==> src/ocr_pkg.sv <==
// Shared constants for the capability reporting and packet request block.
// Assumes a single 250 MHz clock and a 32-bit AXI4-Lite register bus.
package ocr_pkg;
   localparam int unsigned CLK_PERIOD_NS = 4;
   localparam int unsigned T_SLOW_NS = 3000000;
   localparam int unsigned T_INTR_NS = 10000000;
   localparam int unsigned T_FAST_NS = 50000;
   localparam int unsigned SLOW_CYC = T_SLOW_NS / CLK_PERIOD_NS;
   localparam int unsigned INTR_CYC = T_INTR_NS / CLK_PERIOD_NS;
   localparam int unsigned FAST_CYC = T_FAST_NS / CLK_PERIOD_NS;
   localparam int unsigned CNT_W = 22;

   localparam logic [1:0] CLS_SLOW = 2'h0;
   localparam logic [1:0] CLS_INTR = 2'h1;
   localparam logic [1:0] CLS_FAST = 2'h2;
   localparam logic [1:0] CLS_RSVD = 2'h3;
   localparam logic [1:0] PKT_12 = 2'h0;
   localparam logic [1:0] PKT_16 = 2'h1;
   localparam logic [7:0] OP_PACKET = 8'ha0;

   localparam logic [7:0] ADDR_CFG = 8'h00;
   localparam logic [7:0] ADDR_CAP = 8'h04;
   localparam logic [7:0] ADDR_REL_CMD = 8'h08;
   localparam logic [7:0] ADDR_REL_SVC = 8'h0c;
   localparam logic [7:0] ADDR_STAT = 8'h10;
   localparam logic [7:0] ADDR_CTRL = 8'h14;

   localparam int unsigned CFG_CLS = 5;
   localparam int unsigned CFG_SIZE = 0;
   localparam int unsigned CAP_DMA = 8;
   localparam int unsigned CAP_LBA = 9;
   localparam int unsigned CAP_IORDY_FIX = 10;
   localparam int unsigned CAP_IORDY = 11;
   localparam int unsigned CAP_RSVD = 12;
   localparam int unsigned CAP_OVL = 13;
   localparam int unsigned CAP_QUEUE = 14;
   localparam int unsigned CAP_ILV = 15;
   localparam int unsigned CTRL_KEEP = 0;
   localparam int unsigned CTRL_OVL_EN = 1;
   localparam int unsigned ST_DRQ = 0;
   localparam int unsigned ST_INTRQ = 1;
   localparam int unsigned ST_OVL = 2;
   localparam int unsigned ST_AUTO = 3;
   localparam int unsigned ST_QUEUE = 4;
   localparam int unsigned ST_KEPT = 5;

   localparam logic [15:0] CFG_RST = 16'h0000;
   localparam logic [15:0] CAP_RST = 16'h0000;
   localparam logic [15:0] REL_RST = 16'h0000;
   localparam logic [1:0] RESP_OKAY = 2'h0;
   localparam logic [1:0] RESP_DECERR = 2'h3;

   typedef enum logic [1:0] {
      OCR_T_IDLE = 2'b00,
      OCR_T_WAIT = 2'b01,
      OCR_T_HOLD = 2'b11
   } ocr_tstate_t;
endpackage : ocr_pkg

==> src/ocr_drq_if.sv <==
// Signals between the register/command logic and the request timer.
// Assumes both ends run on aclk.
`timescale 1ns/1ps
interface ocr_drq_if;
   logic start;
   logic fw_ready;
   logic pkt_done;
   logic [1:0] cls;
   logic drq;
   logic intrq;
   logic busy;
   modport ctl (output start, fw_ready, pkt_done, cls,
                input drq, intrq, busy);
   modport tmr (input start, fw_ready, pkt_done, cls,
                output drq, intrq, busy);
endinterface : ocr_drq_if

==> src/ocr_drq_timer.sv <==
// Packet request timer: raises the data request after a packet command.
// Assumes start is only pulsed while busy is low.
`timescale 1ns/1ps
module ocr_drq_timer #(
   parameter int unsigned SLOW_CYC = ocr_pkg::SLOW_CYC,
   parameter int unsigned INTR_CYC = ocr_pkg::INTR_CYC,
   parameter int unsigned FAST_CYC = ocr_pkg::FAST_CYC
) (
   // Clock and reset.
   input wire logic aclk,
   input wire logic aresetn,
   // Control side.
   ocr_drq_if.tmr dif
);
   import ocr_pkg::*;

   ocr_tstate_t st_q, st_d;
   logic [CNT_W-1:0] cnt_q, cnt_d, lim;
   logic [1:0] cls_q, cls_d;
   logic drq_q, drq_d, intrq_q, intrq_d;

   // The reserved class falls back to the slow limit.
   always_comb begin
      case (cls_q)
         CLS_INTR: lim = CNT_W'(INTR_CYC);
         CLS_FAST: lim = CNT_W'(FAST_CYC);
         default: lim = CNT_W'(SLOW_CYC);
      endcase
   end

   always_comb begin
      st_d = st_q;
      cnt_d = cnt_q;
      cls_d = cls_q;
      drq_d = drq_q;
      intrq_d = intrq_q;
      case (st_q)
         OCR_T_IDLE: begin
            if (dif.start) begin
               st_d = OCR_T_WAIT;
               cnt_d = '0;
               cls_d = dif.cls;
            end
         end
         OCR_T_WAIT: begin
            cnt_d = cnt_q + CNT_W'(1);
            // Drive the request no later than the class deadline.
            if (dif.fw_ready || cnt_q == lim - CNT_W'(1)) begin
               st_d = OCR_T_HOLD;
               drq_d = 1'b1;
               intrq_d = (cls_q == CLS_INTR);
            end
         end
         OCR_T_HOLD: begin
            if (dif.pkt_done) begin
               st_d = OCR_T_IDLE;
               drq_d = 1'b0;
               intrq_d = 1'b0;
            end
         end
         default: st_d = OCR_T_IDLE;
      endcase
   end

   always_ff @(posedge aclk) begin
      if (!aresetn) begin
         st_q <= OCR_T_IDLE;
         cnt_q <= '0;
         cls_q <= CLS_SLOW;
         drq_q <= 1'b0;
         intrq_q <= 1'b0;
      end else begin
         st_q <= st_d;
         cnt_q <= cnt_d;
         cls_q <= cls_d;
         drq_q <= drq_d;
         intrq_q <= intrq_d;
      end
   end

   assign dif.drq = drq_q;
   assign dif.intrq = intrq_q;
   assign dif.busy = (st_q != OCR_T_IDLE);

   a_drq_deadline: assert property (@(posedge aclk) disable iff (!aresetn)
      st_q == OCR_T_WAIT |-> cnt_q < lim)
      else $error("request deadline exceeded");
   a_intr_with_drq: assert property (@(posedge aclk) disable iff (!aresetn)
      $rose(drq_q) && cls_q == CLS_INTR |-> intrq_q)
      else $error("interrupt class request without interrupt");
   a_no_intr_other: assert property (@(posedge aclk) disable iff (!aresetn)
      $rose(drq_q) && cls_q != CLS_INTR |-> !intrq_q)
      else $error("interrupt raised for non interrupt class");
endmodule : ocr_drq_timer

==> src/ocr_top.sv <==
// Identify capability words, packet request timing and overlap state.
// Assumes an AXI4-Lite master and a synchronous command port on aclk.
`timescale 1ns/1ps
module ocr_top #(
   parameter int unsigned SLOW_CYC = ocr_pkg::SLOW_CYC,
   parameter int unsigned INTR_CYC = ocr_pkg::INTR_CYC,
   parameter int unsigned FAST_CYC = ocr_pkg::FAST_CYC,
   // Arbitrary opcode values; set to the system's queued command codes.
   parameter logic [7:0] OP_RD_QUEUED = 8'hc0,
   parameter logic [7:0] OP_WR_QUEUED = 8'hc1,
   parameter logic [7:0] OP_RD_TAGGED = 8'hc2,
   parameter logic [7:0] OP_WR_TAGGED = 8'hc3,
   parameter bit HAS_REL_SEL = 1'b1,
   parameter bit HAS_PROXY = 1'b1
) (
   // Clock and reset.
   input wire logic aclk,
   input wire logic aresetn,
   // AXI4-Lite write.
   input wire logic [7:0] awaddr,
   input wire logic awvalid,
   output logic awready,
   input wire logic [31:0] wdata,
   input wire logic [3:0] wstrb,
   input wire logic wvalid,
   output logic wready,
   output logic [1:0] bresp,
   output logic bvalid,
   input wire logic bready,
   // AXI4-Lite read.
   input wire logic [7:0] araddr,
   input wire logic arvalid,
   output logic arready,
   output logic [31:0] rdata,
   output logic [1:0] rresp,
   output logic rvalid,
   input wire logic rready,
   // Command port.
   input wire logic cmd_we,
   input wire logic [7:0] cmd_code,
   input wire logic fw_ready,
   input wire logic pkt_done,
   input wire logic svc_pend,
   input wire logic dma_pend,
   // Status outputs.
   output logic drq,
   output logic intrq,
   output logic service,
   output logic dma_ready,
   output logic overlap_active,
   output logic bus_release
);
   import ocr_pkg::*;

   localparam logic [2:0] R_CFG = 3'h0;
   localparam logic [2:0] R_CAP = 3'h1;
   localparam logic [2:0] R_REL_CMD = 3'h2;
   localparam logic [2:0] R_REL_SVC = 3'h3;
   localparam logic [2:0] R_STAT = 3'h4;
   localparam logic [2:0] R_CTRL = 3'h5;
   localparam logic [2:0] R_MISS = 3'h7;

   function automatic logic [2:0] dec(input logic [7:0] a);
      if (a == ADDR_CFG) dec = R_CFG;
      else if (a == ADDR_CAP) dec = R_CAP;
      else if (a == ADDR_REL_CMD) dec = R_REL_CMD;
      else if (a == ADDR_REL_SVC) dec = R_REL_SVC;
      else if (a == ADDR_STAT) dec = R_STAT;
      else if (a == ADDR_CTRL) dec = R_CTRL;
      else dec = R_MISS;
   endfunction : dec

   function automatic logic [15:0] merge(input logic [15:0] old,
      input logic [31:0] d, input logic [3:0] s);
      merge = old;
      if (s[0]) merge[7:0] = d[7:0];
      if (s[1]) merge[15:8] = d[15:8];
   endfunction : merge

   ocr_drq_if dif ();

   ocr_drq_timer #(
      .SLOW_CYC(SLOW_CYC),
      .INTR_CYC(INTR_CYC),
      .FAST_CYC(FAST_CYC)
   ) u_tmr (
      .aclk(aclk),
      .aresetn(aresetn),
      .dif(dif)
   );

   // Bus channel state.
   logic aw_have_q, aw_have_d, w_have_q, w_have_d;
   logic [7:0] aw_addr_q, aw_addr_d;
   logic [31:0] w_data_q, w_data_d, rdata_q, rdata_d;
   logic [3:0] w_strb_q, w_strb_d;
   logic awready_q, awready_d, wready_q, wready_d;
   logic bvalid_q, bvalid_d, arready_q, arready_d, rvalid_q, rvalid_d;
   logic [1:0] bresp_q, bresp_d, rresp_q, rresp_d;
   logic do_wr;
   logic [2:0] wr_idx;

   // Register and command state.
   logic [15:0] cfg_q, cfg_d, cap_q, cap_d, rel_cmd_q, rel_cmd_d;
   logic [15:0] rel_svc_q, rel_svc_d, id0, id49;
   logic [1:0] ctrl_q, ctrl_d;
   logic auto_q, auto_d, queue_q, queue_d, kept_q, kept_d;
   logic svc_q, svc_d, dmar_q, dmar_d, rel_q, rel_d, ovl_q, ovl_d;
   logic ovl_ok, ovl_now, is_tag, is_queue;
   logic [5:0] stat;

   // Identify words as the host sees them.
   always_comb begin
      ovl_ok = cap_q[CAP_OVL] && HAS_REL_SEL && HAS_PROXY
         && rel_cmd_q != '0 && rel_svc_q != '0;
      id0 = cfg_q;
      id0[4:2] = 3'h0;
      id49 = cap_q;
      id49[CAP_LBA] = 1'b1;
      id49[CAP_RSVD] = 1'b0;
      id49[CAP_OVL] = ovl_ok;
      stat = {kept_q, queue_q, auto_q, ovl_q, dif.intrq, dif.drq};
   end

   assign wr_idx = dec(aw_addr_q);

   always_comb begin
      aw_have_d = aw_have_q;
      aw_addr_d = aw_addr_q;
      w_have_d = w_have_q;
      w_data_d = w_data_q;
      w_strb_d = w_strb_q;
      bvalid_d = bvalid_q;
      bresp_d = bresp_q;
      rvalid_d = rvalid_q;
      rdata_d = rdata_q;
      rresp_d = rresp_q;
      if (awvalid && awready_q) begin
         aw_have_d = 1'b1;
         aw_addr_d = awaddr;
      end
      if (wvalid && wready_q) begin
         w_have_d = 1'b1;
         w_data_d = wdata;
         w_strb_d = wstrb;
      end
      if (bvalid_q && bready) bvalid_d = 1'b0;
      do_wr = aw_have_q && w_have_q && !bvalid_q;
      if (do_wr) begin
         aw_have_d = 1'b0;
         w_have_d = 1'b0;
         bvalid_d = 1'b1;
         bresp_d = (wr_idx == R_MISS) ? RESP_DECERR : RESP_OKAY;
      end
      awready_d = !aw_have_d;
      wready_d = !w_have_d;
      if (rvalid_q && rready) begin
         rvalid_d = 1'b0;
      end
      if (arvalid && arready_q) begin
         rvalid_d = 1'b1;
         rresp_d = RESP_OKAY;
         rdata_d = '0;
         case (dec(araddr))
            R_CFG: rdata_d[15:0] = id0;
            R_CAP: rdata_d[15:0] = id49;
            R_REL_CMD: rdata_d[15:0] = rel_cmd_q;
            R_REL_SVC: rdata_d[15:0] = rel_svc_q;
            R_STAT: rdata_d[5:0] = stat;
            R_CTRL: rdata_d[1:0] = ctrl_q;
            default: rresp_d = RESP_DECERR;
         endcase
      end
      // The read address is open whenever no read answer stands.
      arready_d = !rvalid_d;
   end

   always_ff @(posedge aclk) begin
      if (!aresetn) begin
         aw_have_q <= 1'b0;
         aw_addr_q <= 8'h00;
         w_have_q <= 1'b0;
         w_data_q <= 32'h0000_0000;
         w_strb_q <= 4'h0;
         awready_q <= 1'b0;
         wready_q <= 1'b0;
         bvalid_q <= 1'b0;
         bresp_q <= RESP_OKAY;
         arready_q <= 1'b0;
         rvalid_q <= 1'b0;
         rdata_q <= 32'h0000_0000;
         rresp_q <= RESP_OKAY;
      end else begin
         aw_have_q <= aw_have_d;
         aw_addr_q <= aw_addr_d;
         w_have_q <= w_have_d;
         w_data_q <= w_data_d;
         w_strb_q <= w_strb_d;
         awready_q <= awready_d;
         wready_q <= wready_d;
         bvalid_q <= bvalid_d;
         bresp_q <= bresp_d;
         arready_q <= arready_d;
         rvalid_q <= rvalid_d;
         rdata_q <= rdata_d;
         rresp_q <= rresp_d;
      end
   end

   // Only the A0h write starts the request timer; no bit enables queuing.
   assign dif.start = cmd_we && cmd_code == OP_PACKET && !dif.busy;
   assign dif.fw_ready = fw_ready;
   assign dif.pkt_done = pkt_done;
   assign dif.cls = cfg_q[CFG_CLS +: 2];
   assign is_tag = cmd_we && (cmd_code == OP_RD_TAGGED
      || cmd_code == OP_WR_TAGGED);
   assign is_queue = is_tag || (cmd_we && (cmd_code == OP_RD_QUEUED
      || cmd_code == OP_WR_QUEUED));

   always_comb begin
      logic [15:0] nv;
      nv = merge(cfg_q, w_data_q, w_strb_q);
      cfg_d = cfg_q;
      cap_d = cap_q;
      rel_cmd_d = rel_cmd_q;
      rel_svc_d = rel_svc_q;
      ctrl_d = ctrl_q;
      auto_d = auto_q;
      queue_d = queue_q;
      kept_d = kept_q;
      if (do_wr) begin
         if (wr_idx == R_CFG) begin
            // Reserved codes leave the previous field in place.
            if (nv[CFG_CLS +: 2] == CLS_RSVD)
               nv[CFG_CLS +: 2] = cfg_q[CFG_CLS +: 2];
            if (nv[CFG_SIZE + 1])
               nv[CFG_SIZE +: 2] = cfg_q[CFG_SIZE +: 2];
            cfg_d = nv;
         end else if (wr_idx == R_CAP) begin
            cap_d = merge(cap_q, w_data_q, w_strb_q);
         end else if (wr_idx == R_REL_CMD) begin
            rel_cmd_d = merge(rel_cmd_q, w_data_q, w_strb_q);
         end else if (wr_idx == R_REL_SVC) begin
            rel_svc_d = merge(rel_svc_q, w_data_q, w_strb_q);
         end else if (wr_idx == R_CTRL && w_strb_q[0]) begin
            ctrl_d = w_data_q[1:0];
         end else if (wr_idx == R_STAT && w_strb_q[0]) begin
            if (w_data_q[ST_AUTO]) auto_d = 1'b0;
            if (w_data_q[ST_QUEUE]) queue_d = 1'b0;
            if (w_data_q[ST_KEPT]) kept_d = 1'b0;
         end
      end
      // Hardware events win over a clear in the same cycle.
      if (is_queue) queue_d = 1'b1;
      if (is_tag) auto_d = 1'b1;
      ovl_d = ctrl_d[CTRL_OVL_EN] || auto_d;
      svc_d = ovl_q && svc_pend;
      dmar_d = ovl_q && dma_pend;
      rel_d = pkt_done && ovl_q && !ctrl_q[CTRL_KEEP];
      if (pkt_done && ovl_q && ctrl_q[CTRL_KEEP]) kept_d = 1'b1;
   end

   always_ff @(posedge aclk) begin
      if (!aresetn) begin
         cfg_q <= CFG_RST;
         cap_q <= CAP_RST;
         rel_cmd_q <= REL_RST;
         rel_svc_q <= REL_RST;
         ctrl_q <= 2'h0;
         auto_q <= 1'b0;
         queue_q <= 1'b0;
         kept_q <= 1'b0;
         ovl_q <= 1'b0;
         svc_q <= 1'b0;
         dmar_q <= 1'b0;
         rel_q <= 1'b0;
      end else begin
         cfg_q <= cfg_d;
         cap_q <= cap_d;
         rel_cmd_q <= rel_cmd_d;
         rel_svc_q <= rel_svc_d;
         ctrl_q <= ctrl_d;
         auto_q <= auto_d;
         queue_q <= queue_d;
         kept_q <= kept_d;
         ovl_q <= ovl_d;
         svc_q <= svc_d;
         dmar_q <= dmar_d;
         rel_q <= rel_d;
      end
   end

   assign awready = awready_q;
   assign wready = wready_q;
   assign bvalid = bvalid_q;
   assign bresp = bresp_q;
   assign arready = arready_q;
   assign rvalid = rvalid_q;
   assign rdata = rdata_q;
   assign rresp = rresp_q;
   assign drq = dif.drq;
   assign intrq = dif.intrq;
   assign service = svc_q;
   assign dma_ready = dmar_q;
   assign overlap_active = ovl_q;
   assign bus_release = rel_q;

   a_lba_one: assert property (@(posedge aclk) disable iff (!aresetn)
      id49[CAP_LBA] && !id49[CAP_RSVD])
      else $error("capability word lba or reserved bit wrong");
   a_resv_zero: assert property (@(posedge aclk) disable iff (!aresetn)
      id0[4:2] == 3'h0 && id0[CFG_CLS +: 2] != CLS_RSVD)
      else $error("configuration word reserved field nonzero");
   a_rel_valid: assert property (@(posedge aclk) disable iff (!aresetn)
      id49[CAP_OVL] |-> rel_cmd_q != '0 && rel_svc_q != '0)
      else $error("overlap reported without release times");
   a_ovl_gated: assert property (@(posedge aclk) disable iff (!aresetn)
      id49[CAP_OVL] |-> cap_q[CAP_OVL] && HAS_REL_SEL && HAS_PROXY)
      else $error("overlap reported without prerequisites");
   a_tag_overlap: assert property (@(posedge aclk) disable iff (!aresetn)
      is_tag |=> auto_q && overlap_active)
      else $error("tagged command did not enter overlap");
   a_queue_any: assert property (@(posedge aclk) disable iff (!aresetn)
      is_queue && !ovl_q |=> queue_q)
      else $error("queued command refused without overlap");
   a_svc_gated: assert property (@(posedge aclk) disable iff (!aresetn)
      (service || dma_ready) |-> $past(ovl_q))
      else $error("service status outside overlap");
   a_keep_bus: assert property (@(posedge aclk) disable iff (!aresetn)
      pkt_done && ovl_q && ctrl_q[CTRL_KEEP] |=> !bus_release && kept_q)
      else $error("bus released while keep selected");
   a_write_resp: assert property (@(posedge aclk) disable iff (!aresetn)
      do_wr |=> bvalid_q)
      else $error("write got no response");
endmodule : ocr_top

==> config.mk <==
export PLATFORM = sky130hd
export DESIGN_NAME = ocr_top
export DESIGN_NICKNAME = d
export VERILOG_FILES = /design/src/ocr_pkg.sv /design/src/ocr_drq_if.sv /design/src/ocr_drq_timer.sv /design/src/ocr_top.sv
export SDC_FILE = /design/constraint.sdc
export NUM_CORES = 1
export LEC_CHECK = 0
export BUFFER_PORTS_ARGS = -buffer_cell sky130_fd_sc_hd__buf_2
export CORE_UTILIZATION = 55
export DETAILED_ROUTE_END_ITERATION = 10
export GPL_TIMING_DRIVEN = 0
export PLACE_DENSITY = 0.79
export SKIP_CTS_REPAIR_TIMING = 1
export SLEW_MARGIN = 30
export SYNTH_ARGS = -nofsm -noshare
export SYNTH_HDL_FRONTEND = slang
export SYNTH_SLANG_ARGS = --single-unit
==> constraint.sdc <==
create_clock -name aclk -period 2.6 [get_ports aclk]
set_clock_uncertainty 0.2 [all_clocks]
set_input_delay 0.52 -clock aclk [delete_from_list [all_inputs] [get_ports aclk]]
set_output_delay 0.52 -clock aclk [all_outputs]
set_load 0.02 [all_outputs]
== Yosys cells after proc, flatten, opt, wreduce, memory -nomap -nowiden ==
Cells that the tools add are included.

* $mul: 0
* Muxes and demuxes: 72
* Order comparisons: 0
* Shift operators: 0
* Reduce and logical (&&, ||, !) cells: 66
* Add/subtract/negate cells: 2
* Divide/modulo/power cells: 0
* Eq/ne operators: 45
* Bitwise gates (word level): 6

{| class="wikitable"
|+ Operator list
! cell !! count
|-
| case mux 22 bit (2 select lines) || 2
|-
| == test 8 bit (second input constant) || 5
|-
| case mux 10 bit (4 select lines) || 1
|-
| two-way mux 1 bit || 38
|-
| == test 8 x 4 -> 1 bit (second input constant) || 4
|-
| == test 8 x 5 -> 1 bit (second input constant) || 4
|-
| nonzero test 16 bit || 2
|-
| two-way mux 2 bit || 15
|-
| two-way mux 3 bit || 9
|-
| adder 22 x 1 -> 22 bit (second input constant) || 1
|-
| == test 22 bit || 1
|-
| two-way mux 22 bit || 1
|-
| subtractor 22 x 1 -> 22 bit (second input constant) || 1
|-
| logical AND 1 bit || 20
|-
| case mux 4 bit (5 select lines) || 1
|-
| nonzero test 2 bit || 10
|-
| AND reduction 6 bit || 3
|-
| == test 8 x 3 -> 1 bit (second input constant) || 2
|-
| logical NOT 8 bit || 2
|-
| AND reduction 8 bit || 2
|-
| == test 3 bit (second input constant) || 5
|-
| AND reduction 3 bit || 5
|-
| != test 2 bit (second input constant) || 7
|-
| == test 3 x 2 -> 1 bit (second input constant) || 4
|-
| other kinds (17) || 46
|}

* Output and inout port bits: 47
* Latch bits: 0
* RAM bits: 0
* Memories: 0
* Input port bits: 72
* Word-level logic and storage cells: 228
* Bits in registers: 153
* Bits in read-only memories: 0

== Longest topological paths before layout ==
Gate-level depths: netlist (run 1).

* Depth after elaboration: 18
* Gate-level depth with buffers: 8
* Mapped depth without buffers: 7

== Modules after synthesis ==
A second synthesis (run 1) with hierarchy kept.

* Cells, all modules: 728
* Area total of the unflattened synthesis: 6618.8 µm²

{| class="wikitable"
|+ Modules (own cells, without submodules)
! module !! cells an instance !! sequential area each (µm²) !! area an instance (µm²) !! instances
|-
| ocr_top || 541 || 2362.3 || 5071.1 || 1
|-
| ocr_drq_timer || 187 || 560.5 || 1547.7 || 1
|}

== Least setup slack after synthesis (run 1) ==
No wires, ideal clock.

* Path type: input to register
* Start: input cmd_code[0]
* End: register u_tmr.cnt_q[9]
* Buffers on the path: 0
* Stages: 5
* Slack: 0.445 ns
* Data required time: 2.285 ns
* Data arrival time: 1.840 ns
* Library setup time: 0.115 ns
* Cell sequence: or4b_1 nor4_4 nand2_1 and3_1 o21a_1

* Longest elaborated chain between the ends: 5

{| class="wikitable"
|+ RTL lines
! element !! RTL line !! text
|-
| start, declared || ocr_top.sv:40 || <nowiki>input wire logic [7:0] cmd_code,</nowiki>
|-
| == test 8 bit || ocr_top.sv:211 || <nowiki>assign dif.start = cmd_we && cmd_code == OP_PACKET && !dif.busy;</nowiki>
|-
| logical AND 1 bit (2 in a row) || ocr_top.sv:211 ||
|-
| != test 2 bit (no line) || n/a ||
|-
| AND reduction 2 bit (no line) || n/a ||
|-
| end signal, assigned || ocr_drq_timer.sv:74 || <nowiki>cnt_q <= cnt_d;</nowiki>
|-
| end, declared || ocr_drq_timer.sv:18 || <nowiki>logic [CNT_W-1:0] cnt_q, cnt_d, lim;</nowiki>
|}

Every way passes these cells.
A chain may end at the register's enable or synchronous reset.

== Final worst setup path (run 1) ==
* Start: register aw_addr_q[3]
* End: register kept_q

* Longest elaborated chain between the ends: 11
* Elaborated cells between the ends (all ways): 27
* Those cells by class: 15 x eq/ne; 6 x mux; 6 x reduce/logical

{| class="wikitable"
|+ RTL lines
! element !! RTL line !! text
|-
| start, declared || ocr_top.sv:94 || <nowiki>logic [7:0] aw_addr_q, aw_addr_d;</nowiki>
|-
| start signal, assigned || ocr_top.sv:195 || <nowiki>aw_addr_q <= aw_addr_d;</nowiki>
|-
| == test 8 x 5 -> 1 bit || ocr_top.sv:69 || <nowiki>else if (a == ADDR_CTRL) dec = R_CTRL;</nowiki>
|-
| two-way mux 2 bit || ocr_top.sv:69 ||
|-
| two-way mux 2 bit || ocr_top.sv:68 || <nowiki>else if (a == ADDR_STAT) dec = R_STAT;</nowiki>
|-
| two-way mux 3 bit || ocr_top.sv:67 || <nowiki>else if (a == ADDR_REL_SVC) dec = R_REL_SVC;</nowiki>
|-
| two-way mux 3 bit || ocr_top.sv:66 || <nowiki>else if (a == ADDR_REL_CMD) dec = R_REL_CMD;</nowiki>
|-
| two-way mux 3 bit || ocr_top.sv:65 || <nowiki>else if (a == ADDR_CAP) dec = R_CAP;</nowiki>
|-
| two-way mux 3 bit * || ocr_top.sv:64 || <nowiki>if (a == ADDR_CFG) dec = R_CFG;</nowiki>
|-
| == test 3 bit, on equally long branches || ocr_top.sv:245, ocr_top.sv:247 ||
|-
| logical AND 1 bit, on equally long branches || ocr_top.sv:245, ocr_top.sv:247 ||
|-
| != test 2 x 1 -> 1 bit (no line) or nonzero test 2 bit (tied branches) || n/a ||
|-
| AND reduction 8 bit (no line) * || n/a ||
|-
| end signal, assigned || ocr_top.sv:285 || <nowiki>kept_q <= kept_d;</nowiki>
|-
| end, declared || ocr_top.sv:107 || <nowiki>logic auto_q, auto_d, queue_q, queue_d, kept_q, kept_d;</nowiki>
|}

Every way passes the cells marked *; elsewhere a longest branch is shown, timed or not.

==> results of run 1 <==
-- worst max-delay path, delay by kind of cell, from the launching register on --
| kind | cells | cell delay [ns] |
|---|---|---|
| buffers and inverters | 1 | 0.18 |
| AND/OR/NAND/NOR | 3 | 1.16 |
| flip-flops | 1 | 0.30 |
| AO/OA/AOI/OAI | 2 | 0.44 |
-- cell families (layout without fill, tap and decap cells) --
kind of cell	after synthesis	in the layout	share of synthesized area [%]
and+or+nand+nor	320	320	26.4
adders and majority gates	4	4	0.742
other	1	16	0.0556
buffers and inverters	71	184	5.23
AOI/OAI and AO/OA	142	142	14.0
muxes	57	57	9.98
xor gates and xnor gates	2	2	0.260
DFF	146	146	43.3
-- flip-flops by register name, summed over array words and instances (netlist names), 2 cells and up --
| name | flops |
|---|---|
| cfg_q | 12 |
| u_tmr.cnt_q | 22 |
| rel_cmd_q | 16 |
| w_data_q | 16 |
| aw_addr_q | 8 |
| u_tmr.cls_q | 2 |
| ctrl_q | 2 |
| cap_q | 14 |
| rdata | 16 |
| rel_svc_q | 16 |
| u_tmr.st_q | 2 |
| w_strb_q | 2 |
-- cell usage after synthesis (8+ instances only) --
cell / instances
dfxtp_1: 146
nand2_1: 93
nand3_1: 54
nor2b_1: 48
mux2i_1: 47
o21ai_0: 44
a21boi_0: 41
clkbuf_1: 31
nor2_1: 21
buf_4: 18
nand4_1: 17
a21oi_1: 13
nor4_1: 13
nand2b_1: 12
a22oi_1: 10
buf_2: 9
nor3_1: 9
and2_1: 8
and3_1: 8
inv_1: 8
mux4_2: 8
o21a_1: 8
-- metrics by stage --
step	hold WS [ns]	cell area, um^2
after detailed placement	0.256	7390
after global placement	0.248	7390
after floorplan	0.238	6800
final	0.128	8080
after global routing	0.123	8080
after CTS	0.122	8080
-- power by group --
group / total, mW / internal [mW] / switching [mW]
clock network: 2.82 / 1.90 / 0.921
registers: 2.30 / 2.27 / 0.0306
logic: 0.331 / 0.125 / 0.207
total: 5.45 / 4.29 / 1.16
-- per-layer routing --
layer  vias up  GRT usage [%]  wire length (um)
met3        51           5.95               995
met5         -              0                 0
met1      2852           33.4              7330
li1       2865              -                 -
met4         0           14.0               617
met2       225           50.4              8680
-- path summary, 6_finish.rpt --
check | endpoint | slack, ns | cells past startpoint
max | kept_q$_SDFFE_PN0P_ | 0.21 | 6
min | dma_ready$_SDFF_PN0_ | 0.13 | 2
max reg2reg | kept_q$_SDFFE_PN0P_ | 0.21 | 6
min reg2reg | cap_q[11]$_SDFFE_PN0P_ | 0.27 | 2
-- cell type report --
class / count / area share [%]
plain buffers: 63 / 4.00
clock buffers: 23 / 6.04
clock inverters: 9 / 2.46
inverters: 8 / 0.372
multi-input cells: 541 / 43.6
flip-flops and latches: 146 / 36.2
well taps: 147 / 2.28
repair buffers: 81 / 5.02
==> flow_metrics.py, run 1 <==
metrics = {
    "run_status": {
        "status": "completed",
    },
    "synthesis": {
        "synth_flop_cell": "dfxtp_1",
        "synth_edf_count": 0,
        "syn_inst": 743,
        "avgSynthCellArea_um2": 9.08,
        "synthDominantCellAreaShare_pct": 43.3,
        "synth_area_leaders": "dfxtp_1, mux2i_1, nand2_1",
        "syn-cell-area_um2": 6750,
        "ys_seq_area_share_pct": 43.3,
        "synth_largest_area_cell": "dfxtp_1",
        "synth-warning-count": 0,
        "synth-seq-cells": 146,
        "yosysUniqueCellTypes": 61,
        "ys_async_sr_fraction_pct": 0,
    },
    "cells_and_area": {
        "diodes": 0,
        "final_nets": 934,
        "multi_input_area_um2": 3530,
        "fill_cells": 953,
        "seq_area_um2": 2920,
        "final_util_pct": 67.5,
        "final_cells": 1018,
        "layout_common_cells": "dfxtp_1, nand2_1, buf_2",
        "drive_gt1_share_pct": 18.4,
        "layout_commonest_cell": "dfxtp_1",
        "area_growth_pct": 19.8,
    },
    "detailed_routing": {
        "vias": 5993,
        "wirelength_mm": 17.6,
        "ant_nets": 0,
        "drtIter0Drc": 340,
        "detail_route.wl_per_cell_um": 17.3,
        "drtPass1Iterations": 5,
        "remaining_drc_errors": 0,
        "avgViaCountPerCell": 5.89,
    },
    "placement": {
        "hpwl_mm": 12.9,
        "gp_congestion": 0.875,
        "pre_cts_slack_ns": 0.0592,
        "portBuffers": 81,
        "place_inst": 986,
    },
    "clock_network": {
        "clkSinkCount": 146,
        "cts_buffers": 17,
        "path_clk_slew_ns": 0.06,
        "cts_tree": "yes",
        "clock_latency_ns": 0.43,
        "root_buffer": "clkbuf_16",
        "clock_path_buffers": 2,
        "h-tree-depth": 4,
    },
    "grt": {
        "overflow": 0,
        "grt_use_total_pct": 28.7,
        "grt_pass1_wl_mm": 28.1,
        "antenna_found_initial": 0,
        "first_global_vias": 5698,
        "grt_max_degree": 17,
    },
    "floorplanning": {
        "die_area_um2": 12700,
        "initial_core_util_pct": 56.4,
        "die-width_um": 113,
        "num_rows": 40,
        "die_h_um": 113,
        "ios": 119,
        "core_area_um2": 12000,
    },
    "timing": {
        "setup_viol": 0,
        "post-route-period-util_pct": 91.8,
        "fin_ws_ns": 0.214,
        "worst_slew_pin_slew_ns": 0.837,
        "slew-limit-headroom_pct": 43.8,
        "fin_crit_ns": 2.39,
        "rsz0062_at_grt": "no",
        "setup_tns_ns": 0,
        "final_max_slew_viol_count": 0,
        "max_freq_mhz": 419,
        "hold_violations": 0,
    },
    "pwr": {
        "finalPower_mw": 5.45,
        "ir_drop_mv": 0.395,
        "powerDensity_nw_per_um2": 675,
        "p_leak_nw": 3.18,
    },
    "worst_setup_path": {
        "path_max_fanout": 9,
        "r2r_start": "aw_addr_q[3]$_SDFFE_PN0P_",
        "cp_common_cell": "nor4_1",
        "path_cells": "buf_2, nor4_1, nand2_1, nor4_1, a21boi_0, o21a_1",
        "critPathSlowestCell": "nor4_1",
        "slowest_delay_ns": 0.70,
        "crit_start": "aw_addr_q[3]$_SDFFE_PN0P_",
        "required_ns": 2.72,
        "critical_path_class": "flop to flop",
        "worstSetupEndpointType": "flop",
        "worstPathArrival_ns": 2.50,
        "start_kind": "flop",
    },
    "worst_hold_path": {
        "hp-class": "input port to flop",
        "min-delay-start": "dma_pend",
    },
    "job": {
        "drv_cap": 0,
    },
}
Power figures use the tool's default switching activity.
==> inputs of run 2 (changes only) <==
--- a/config.mk
+++ b/config.mk
@@ -6,9 +6,11 @@
 export NUM_CORES = 1
 export LEC_CHECK = 0
 export BUFFER_PORTS_ARGS = -buffer_cell sky130_fd_sc_hd__buf_2
-export CORE_UTILIZATION = 55
+export CELL_PAD_IN_SITES_DETAIL_PLACEMENT = 0
+export CELL_PAD_IN_SITES_GLOBAL_PLACEMENT = 1
+export CORE_UTILIZATION = 42
 export DETAILED_ROUTE_END_ITERATION = 10
-export GPL_TIMING_DRIVEN = 0
+export GPL_TIMING_DRIVEN = 1
 export PLACE_DENSITY = 0.79
 export SKIP_CTS_REPAIR_TIMING = 1
 export SLEW_MARGIN = 30
==> run 2 against run 1 <==
Final cell count increased by 2.3%. Sequential cell count unchanged. Design area decreased by 1.3%. Maximum frequency is 6.3% higher. Total power down 4.3%. Clock power down 7%. Core utilization shrank 16 points. First-iteration DRC count shrank 19%. Count of clock-buffer cells in the layout down 5. Worst hold slack worse by 0.0085 ns. Critical endpoint is now u_tmr.dif.drq$_SDFFE_PN0P_. Largest power group unchanged.
==> flow_metrics.py, run 2 (synthesized netlist as in run 1, its figures left out) <==
metrics = {
    "worst_setup_path": {
        "r2r_start": "u_tmr.cls_q[1]$_SDFFE_PN0P_",
        "critPathTopFamily": "compound AO/OA/AOI/OAI gates",
        "slowest_delay_ns": 0.47,
        "path_cells": "ha_1, or4b_1, a2111oi_2, o21ai_0, a21boi_0",
        "reg2reg_setup_slack_ns": 0.36,
        "critical_path_class": "flop to flop",
        "r2r-end": "u_tmr.dif.drq$_SDFFE_PN0P_",
        "critPathSlowestCell": "or4b_1",
        "worstSetupEndpointType": "flop",
        "start_kind": "flop",
        "worstPathArrival_ns": 2.38,
        "crit_start": "u_tmr.cls_q[1]$_SDFFE_PN0P_",
        "cp.depth": 5,
        "reg2reg_depth": 5,
        "cp-endpoint": "u_tmr.dif.drq$_SDFFE_PN0P_",
        "required_ns": 2.74,
        "path_buf_inv": 0,
        "path_max_fanout": 4,
    },
    "clock_network": {
        "clock_latency_ns": 0.42,
        "h-tree-depth": 4,
        "cts_tree": "yes",
        "root_buffer": "clkbuf_16",
        "cts_buffers": 17,
        "clock_path_buffers": 2,
        "clkSinkCount": 146,
        "path_clk_slew_ns": 0.06,
    },
    "pwr": {
        "powerDensity_nw_per_um2": 654,
        "p_leak_nw": 3.09,
        "ir_drop_mv": 0.487,
    },
    "cells_and_area": {
        "largest_reg_flops": 22,
        "layout_common_cells": "dfxtp_1, nand2_1, buf_2",
        "final_nets": 893,
        "diodes": 0,
        "layout_commonest_cell": "dfxtp_1",
        "area_growth_pct": 18.2,
        "drive_gt1_share_pct": 18.8,
        "top_register": "u_tmr.cnt_q",
    },
    "timing": {
        "final_max_slew_viol_count": 0,
        "max_freq_mhz": 446,
        "setup_tns_ns": 0,
        "post-route-period-util_pct": 86.3,
        "worst_slew_pin_slew_ns": 0.684,
        "slew-limit-headroom_pct": 54.3,
        "fin_ws_ns": 0.356,
        "fin_crit_ns": 2.24,
        "rsz0062_at_grt": "no",
        "setup_viol": 0,
        "hold_violations": 0,
    },
    "job": {
        "drv_cap": 0,
    },
    "detailed_routing": {
        "ant_nets": 0,
        "wirelength_mm": 15.8,
        "vias": 5588,
        "remaining_drc_errors": 0,
        "drtPass1Iterations": 5,
        "avgViaCountPerCell": 5.37,
        "drtIter0Drc": 274,
        "detail_route.wl_per_cell_um": 15.2,
    },
    "placement": {
        "portBuffers": 84,
        "gp_congestion": 0.787,
        "hpwl_mm": 11.5,
        "pre_cts_slack_ns": 0.131,
    },
    "floorplanning": {
        "die-width_um": 129,
        "core_area_um2": 15400,
        "initial_core_util_pct": 43.7,
        "die_area_um2": 16600,
        "ios": 119,
        "num_rows": 45,
        "die_h_um": 129,
    },
    "worst_hold_path": {
        "hold-path-cell-count": 2,
        "hp-class": "input port to flop",
    },
    "grt": {
        "grt_use_total_pct": 20.2,
        "antenna_found_initial": 0,
        "overflow": 0,
        "grt_pass1_wl_mm": 26.0,
        "first_global_vias": 5323,
        "grt_max_degree": 56,
    },
    "run_status": {
        "status": "completed",
    },
}
run 2: changes by cell type in the layout (fill, tap and decap cells not counted), moves of 3 or more:
cell      before  now
clkinv_4       1    5
inv_6          0    3
buf_2         90   83
buf_1          4    0
clkbuf_8       4    1
clkbuf_1      33    0
run 2: worst register-to-register path: cells and delay by family (launching register included):
family	cells	cell delay (ns)
adder cells (fa/ha/maj)	1	0.23
AO/OA/AOI/OAI	3	0.85
AND/OR/NAND/NOR	1	0.47
flip-flops	1	0.41
run 2: metal layers:
metal	vias to the layer above	wire, um	track usage (%)
li1	2781	-	-
met4	0	193	6.57
met3	15	611	4.37
met2	136	7570	34.3
met5	-	0	0
met1	2656	7400	25.5
run 2: cell type report:
class / count / area [um^2]
Tap cell: 211 / 264
Multi-Input combinational cell: 541 / 3530
Clock inverter: 14 / 203
Timing Repair Buffer: 103 / 591
Fill cell: 1442 / 7450
Clock buffer: 18 / 439
Sequential cell: 146 / 2920
Inverter: 8 / 30.0
run 2: how the worst min path moves through the flow:
stage                     slack, ns                      start                   endpoint
after floorplan                0.24     cap_q[10]$_SDFFE_PN0P_     cap_q[10]$_SDFFE_PN0P_
after global routing           0.11                   svc_pend         service$_SDFF_PN0_
after detailed placement       0.26  aw_addr_q[5]$_SDFFE_PN0P_  aw_addr_q[5]$_SDFFE_PN0P_
after CTS                      0.11                   dma_pend       dma_ready$_SDFF_PN0_
final                          0.12                   dma_pend       dma_ready$_SDFF_PN0_
after global placement         0.25     cap_q[14]$_SDFFE_PN0P_     cap_q[14]$_SDFFE_PN0P_
run 2: power breakdown:
part / internal (mW) / switching (mW) / total, mW
combinational: 0.109 / 0.170 / 0.279
sequential: 2.27 / 0.0372 / 2.30
clock: 1.64 / 0.985 / 2.63
run 2: through the flow:
stage	util [%]	cells	total power, mW	hold WS [ns]	area [um^2]
floorplan	-	758	2.55	0.238	6800
global placement	47.5	1009	2.63	0.248	7330
detailed placement	47.5	1009	2.64	0.257	7330
CTS	51.7	1041	5.26	0.107	7980
global route	51.7	1041	5.41	0.114	7980
finish	51.7	1041	5.21	0.120	7980
==> inputs of run 3 (changes only) <==
--- a/config.mk
+++ b/config.mk
@@ -5,13 +5,14 @@
 export SDC_FILE = /design/constraint.sdc
 export NUM_CORES = 1
 export LEC_CHECK = 0
+export ABC_AREA = 1
 export BUFFER_PORTS_ARGS = -buffer_cell sky130_fd_sc_hd__buf_2
 export CELL_PAD_IN_SITES_DETAIL_PLACEMENT = 0
 export CELL_PAD_IN_SITES_GLOBAL_PLACEMENT = 1
-export CORE_UTILIZATION = 42
+export CORE_UTILIZATION = 40
 export DETAILED_ROUTE_END_ITERATION = 10
 export GPL_TIMING_DRIVEN = 1
-export PLACE_DENSITY = 0.79
+export PLACE_DENSITY = 0.8
 export SKIP_CTS_REPAIR_TIMING = 1
 export SLEW_MARGIN = 30
 export SYNTH_ARGS = -nofsm -noshare
==> run 3 against run 2 <==
Total power down 0.98%. Register-to-register slack gained 0.15 ns. Via count increased by 17%. Non-clock buffer count is 5 lower. Critical path type unchanged. Largest power group unchanged. Final cell count rose by 27%.
==> flow_metrics.py, run 3 <==
metrics = {
    "grt": {
        "overflow": 0,
        "grt_use_total_pct": 21.9,
        "grt_pass1_wl_mm": 30.5,
        "first_global_vias": 5878,
        "antenna_found_initial": 0,
        "grt_max_degree": 43,
    },
    "synthesis": {
        "synth_area_leaders": "dfxtp_1, nand2_1, nor2_1",
        "synth_compound_area_share_pct": 14.9,
        "yosys.area_share.xor_xnor_pct": 0.129,
        "muxShareOfSynthArea_pct": 0,
        "synth-warning-count": 0,
        "synthDominantCellAreaShare_pct": 43.0,
        "syn_inst": 1007,
        "synth_flop_cell": "dfxtp_1",
        "synth_fa_ha_area_share_pct": 0.736,
        "avgSynthCellArea_um2": 6.75,
        "synth_largest_area_cell": "dfxtp_1",
        "yosysUniqueCellTypes": 32,
        "synthTopCellsByCount": "nand2_1, nor2_1, dfxtp_1",
        "yosysMostFrequentCell": "nand2_1",
        "ys_async_sr_fraction_pct": 0,
        "syn-cell-area_um2": 6800,
        "synth_top_family_by_area": "simple AND/OR/NAND/NOR gates",
        "synth_edf_count": 0,
        "synth-simple-area-share_pct": 32.0,
        "synth-seq-cells": 146,
        "ys_seq_area_share_pct": 43.0,
    },
    "worst_hold_path": {
        "min-delay-start": "svc_pend",
        "hold_path_end": "service$_SDFF_PN0_",
        "hold-path-cell-count": 3,
        "hp-class": "input port to flop",
    },
    "cells_and_area": {
        "area_growth_pct": 17.6,
        "top_register": "u_tmr.cnt_q",
        "largest_reg_flops": 22,
        "layout_common_cells": "nand2_1, nor2_1, dfxtp_1",
        "diodes": 0,
        "drive_gt1_share_pct": 13.6,
        "final_util_pct": 48.2,
        "layout_commonest_cell": "nand2_1",
        "final_nets": 1163,
    },
    "floorplanning": {
        "core_area_um2": 16600,
        "die_area_um2": 17500,
        "num_rows": 47,
        "ios": 119,
        "die_h_um": 132,
        "initial_core_util_pct": 41.0,
        "die-width_um": 132,
    },
    "detailed_routing": {
        "drtIter0Drc": 461,
        "remaining_drc_errors": 0,
        "ant_nets": 0,
        "wirelength_mm": 18.3,
        "drtPass1Iterations": 5,
        "detail_route.wl_per_cell_um": 13.9,
        "vias": 6520,
        "avgViaCountPerCell": 4.94,
    },
    "run_status": {
        "status": "completed",
    },
    "placement": {
        "pre_cts_slack_ns": 0.317,
        "hpwl_mm": 13.4,
        "portBuffers": 84,
        "gp_congestion": 0.799,
    },
    "pwr": {
        "p_int_mw": 3.94,
        "pwr-share-comb_pct": 6.3,
        "powerDensity_nw_per_um2": 646,
        "netSwitchingFraction_pct": 23.7,
        "finalPower_mw": 5.16,
        "p_leak_nw": 3.27,
        "ir_drop_mv": 0.484,
        "p_switching_mw": 1.22,
        "power_frac_clock_pct": 48.7,
        "seq_power_share_pct": 45.0,
    },
    "timing": {
        "post-route-period-util_pct": 80.5,
        "fin_ws_ns": 0.507,
        "setup_viol": 0,
        "final_max_slew_viol_count": 0,
        "slew-limit-headroom_pct": 62.1,
        "setup_tns_ns": 0,
        "rsz0062_at_grt": "no",
        "whs_ns": 0.112,
        "max_freq_mhz": 478,
        "worst_slew_pin_slew_ns": 0.563,
        "hold_violations": 0,
        "fin_crit_ns": 2.09,
    },
    "clock_network": {
        "clock_path_buffers": 2,
        "root_buffer": "clkbuf_16",
        "clkSinkCount": 146,
        "h-tree-depth": 4,
        "cts_tree": "yes",
        "clock_latency_ns": 0.42,
        "cts_buffers": 17,
        "path_clk_slew_ns": 0.06,
    },
    "worst_setup_path": {
        "path_max_fanout": 5,
        "worstPathArrival_ns": 2.25,
        "reg2reg_depth": 11,
        "r2r_start": "u_tmr.cnt_q[0]$_SDFFE_PN0P_",
        "start_kind": "flop",
        "r2r-end": "u_tmr.cnt_q[20]$_SDFFE_PN0P_",
        "worstSetupEndpointType": "flop",
        "required_ns": 2.76,
        "critical_path_class": "flop to flop",
        "reg2reg_setup_slack_ns": 0.51,
    },
    "job": {
        "drv_cap": 0,
    },
}
-- run 3: cell count changes after synthesis, sizes merged, moves of 40 or more --
cell,change
nor2,+146
nand2,+133
nor2b,-48
a21oi,+78
a21boi,-40
o21ai,+54
mux2i,-47
inv,+82
-- run 3: logic make-up (layout without fill, tap and decap cells) --
logic type | Yosys count | after routing
flops | 146 | 146
other cells | 1 | 16
buf+inv | 146 | 224
compound gates | 198 | 198
simple gates | 511 | 511
fa+ha+maj | 4 | 4
xor+xnor | 1 | 1
-- run 3: critical path: stages (launching register included) --
cell	delay [ns]
dfxtp_1	0.37
ha_1	0.26
nand2_1	0.09
nor2_2	0.17
nand2_1	0.11
nor2_2	0.19
nand3_1	0.19
inv_2	0.13
nand4_1	0.10
nand2_1	0.07
nand2_1	0.04
nor2_1	0.09
-- run 3: how the worst max path moves through the flow --
stage / startpoint / to / slack, ns / cells after the start
final: u_tmr.cnt_q[0]$_SDFFE_PN0P_ / u_tmr.cnt_q[20]$_SDFFE_PN0P_ / 0.51 / 11
after global routing: u_tmr.cnt_q[0]$_SDFFE_PN0P_ / u_tmr.cnt_q[20]$_SDFFE_PN0P_ / 0.23 / 11
after CTS: u_tmr.cnt_q[0]$_SDFFE_PN0P_ / u_tmr.cnt_q[20]$_SDFFE_PN0P_ / 0.51 / 11
after detailed placement: araddr[0] / rdata[9]$_SDFFE_PN0P_ / 0.32 / 10
after global placement: araddr[0] / rdata[9]$_SDFFE_PN0P_ / 0.32 / 10
after floorplan: cmd_code[2] / u_tmr.cls_q[1]$_SDFFE_PN0P_ / 0.80 / 9
-- run 3: metal layers --
layer,track usage [%],part of all wire [%],vias up
met5,0,0,-
met4,6.96,1.2,0
met3,3.84,5.1,17
met2,32.5,42,165
met1,31.9,51,2924
li1,-,-,3414
-- run 3: stage by stage --
step / std cells / cell area [um^2]
floorplan: 1022 / 6860
global placement: 1288 / 7380
detailed placement: 1288 / 7380
CTS: 1320 / 8000
global route: 1320 / 8000
finish: 1320 / 8000
-- run 3: cell type report --
class,count,area (um^2)
multi-input cells,730,3310
well taps,220,275
inverters,94,353
clock buffers,20,457
clock inverters,12,156
repair buffers,98,526
flip-flops and latches,146,2920
fillers,1800,8590
-- run 3: power groups by stage --
stage | registers [mW] | clock network [mW] | logic (mW)
after floorplan | 2.36 | 0 | 0.227
after global placement | 2.37 | 0 | 0.325
after detailed placement | 2.37 | 0 | 0.326
after CTS | 2.32 | 2.56 | 0.327
after global routing | 2.33 | 2.67 | 0.365
final | 2.32 | 2.51 | 0.325
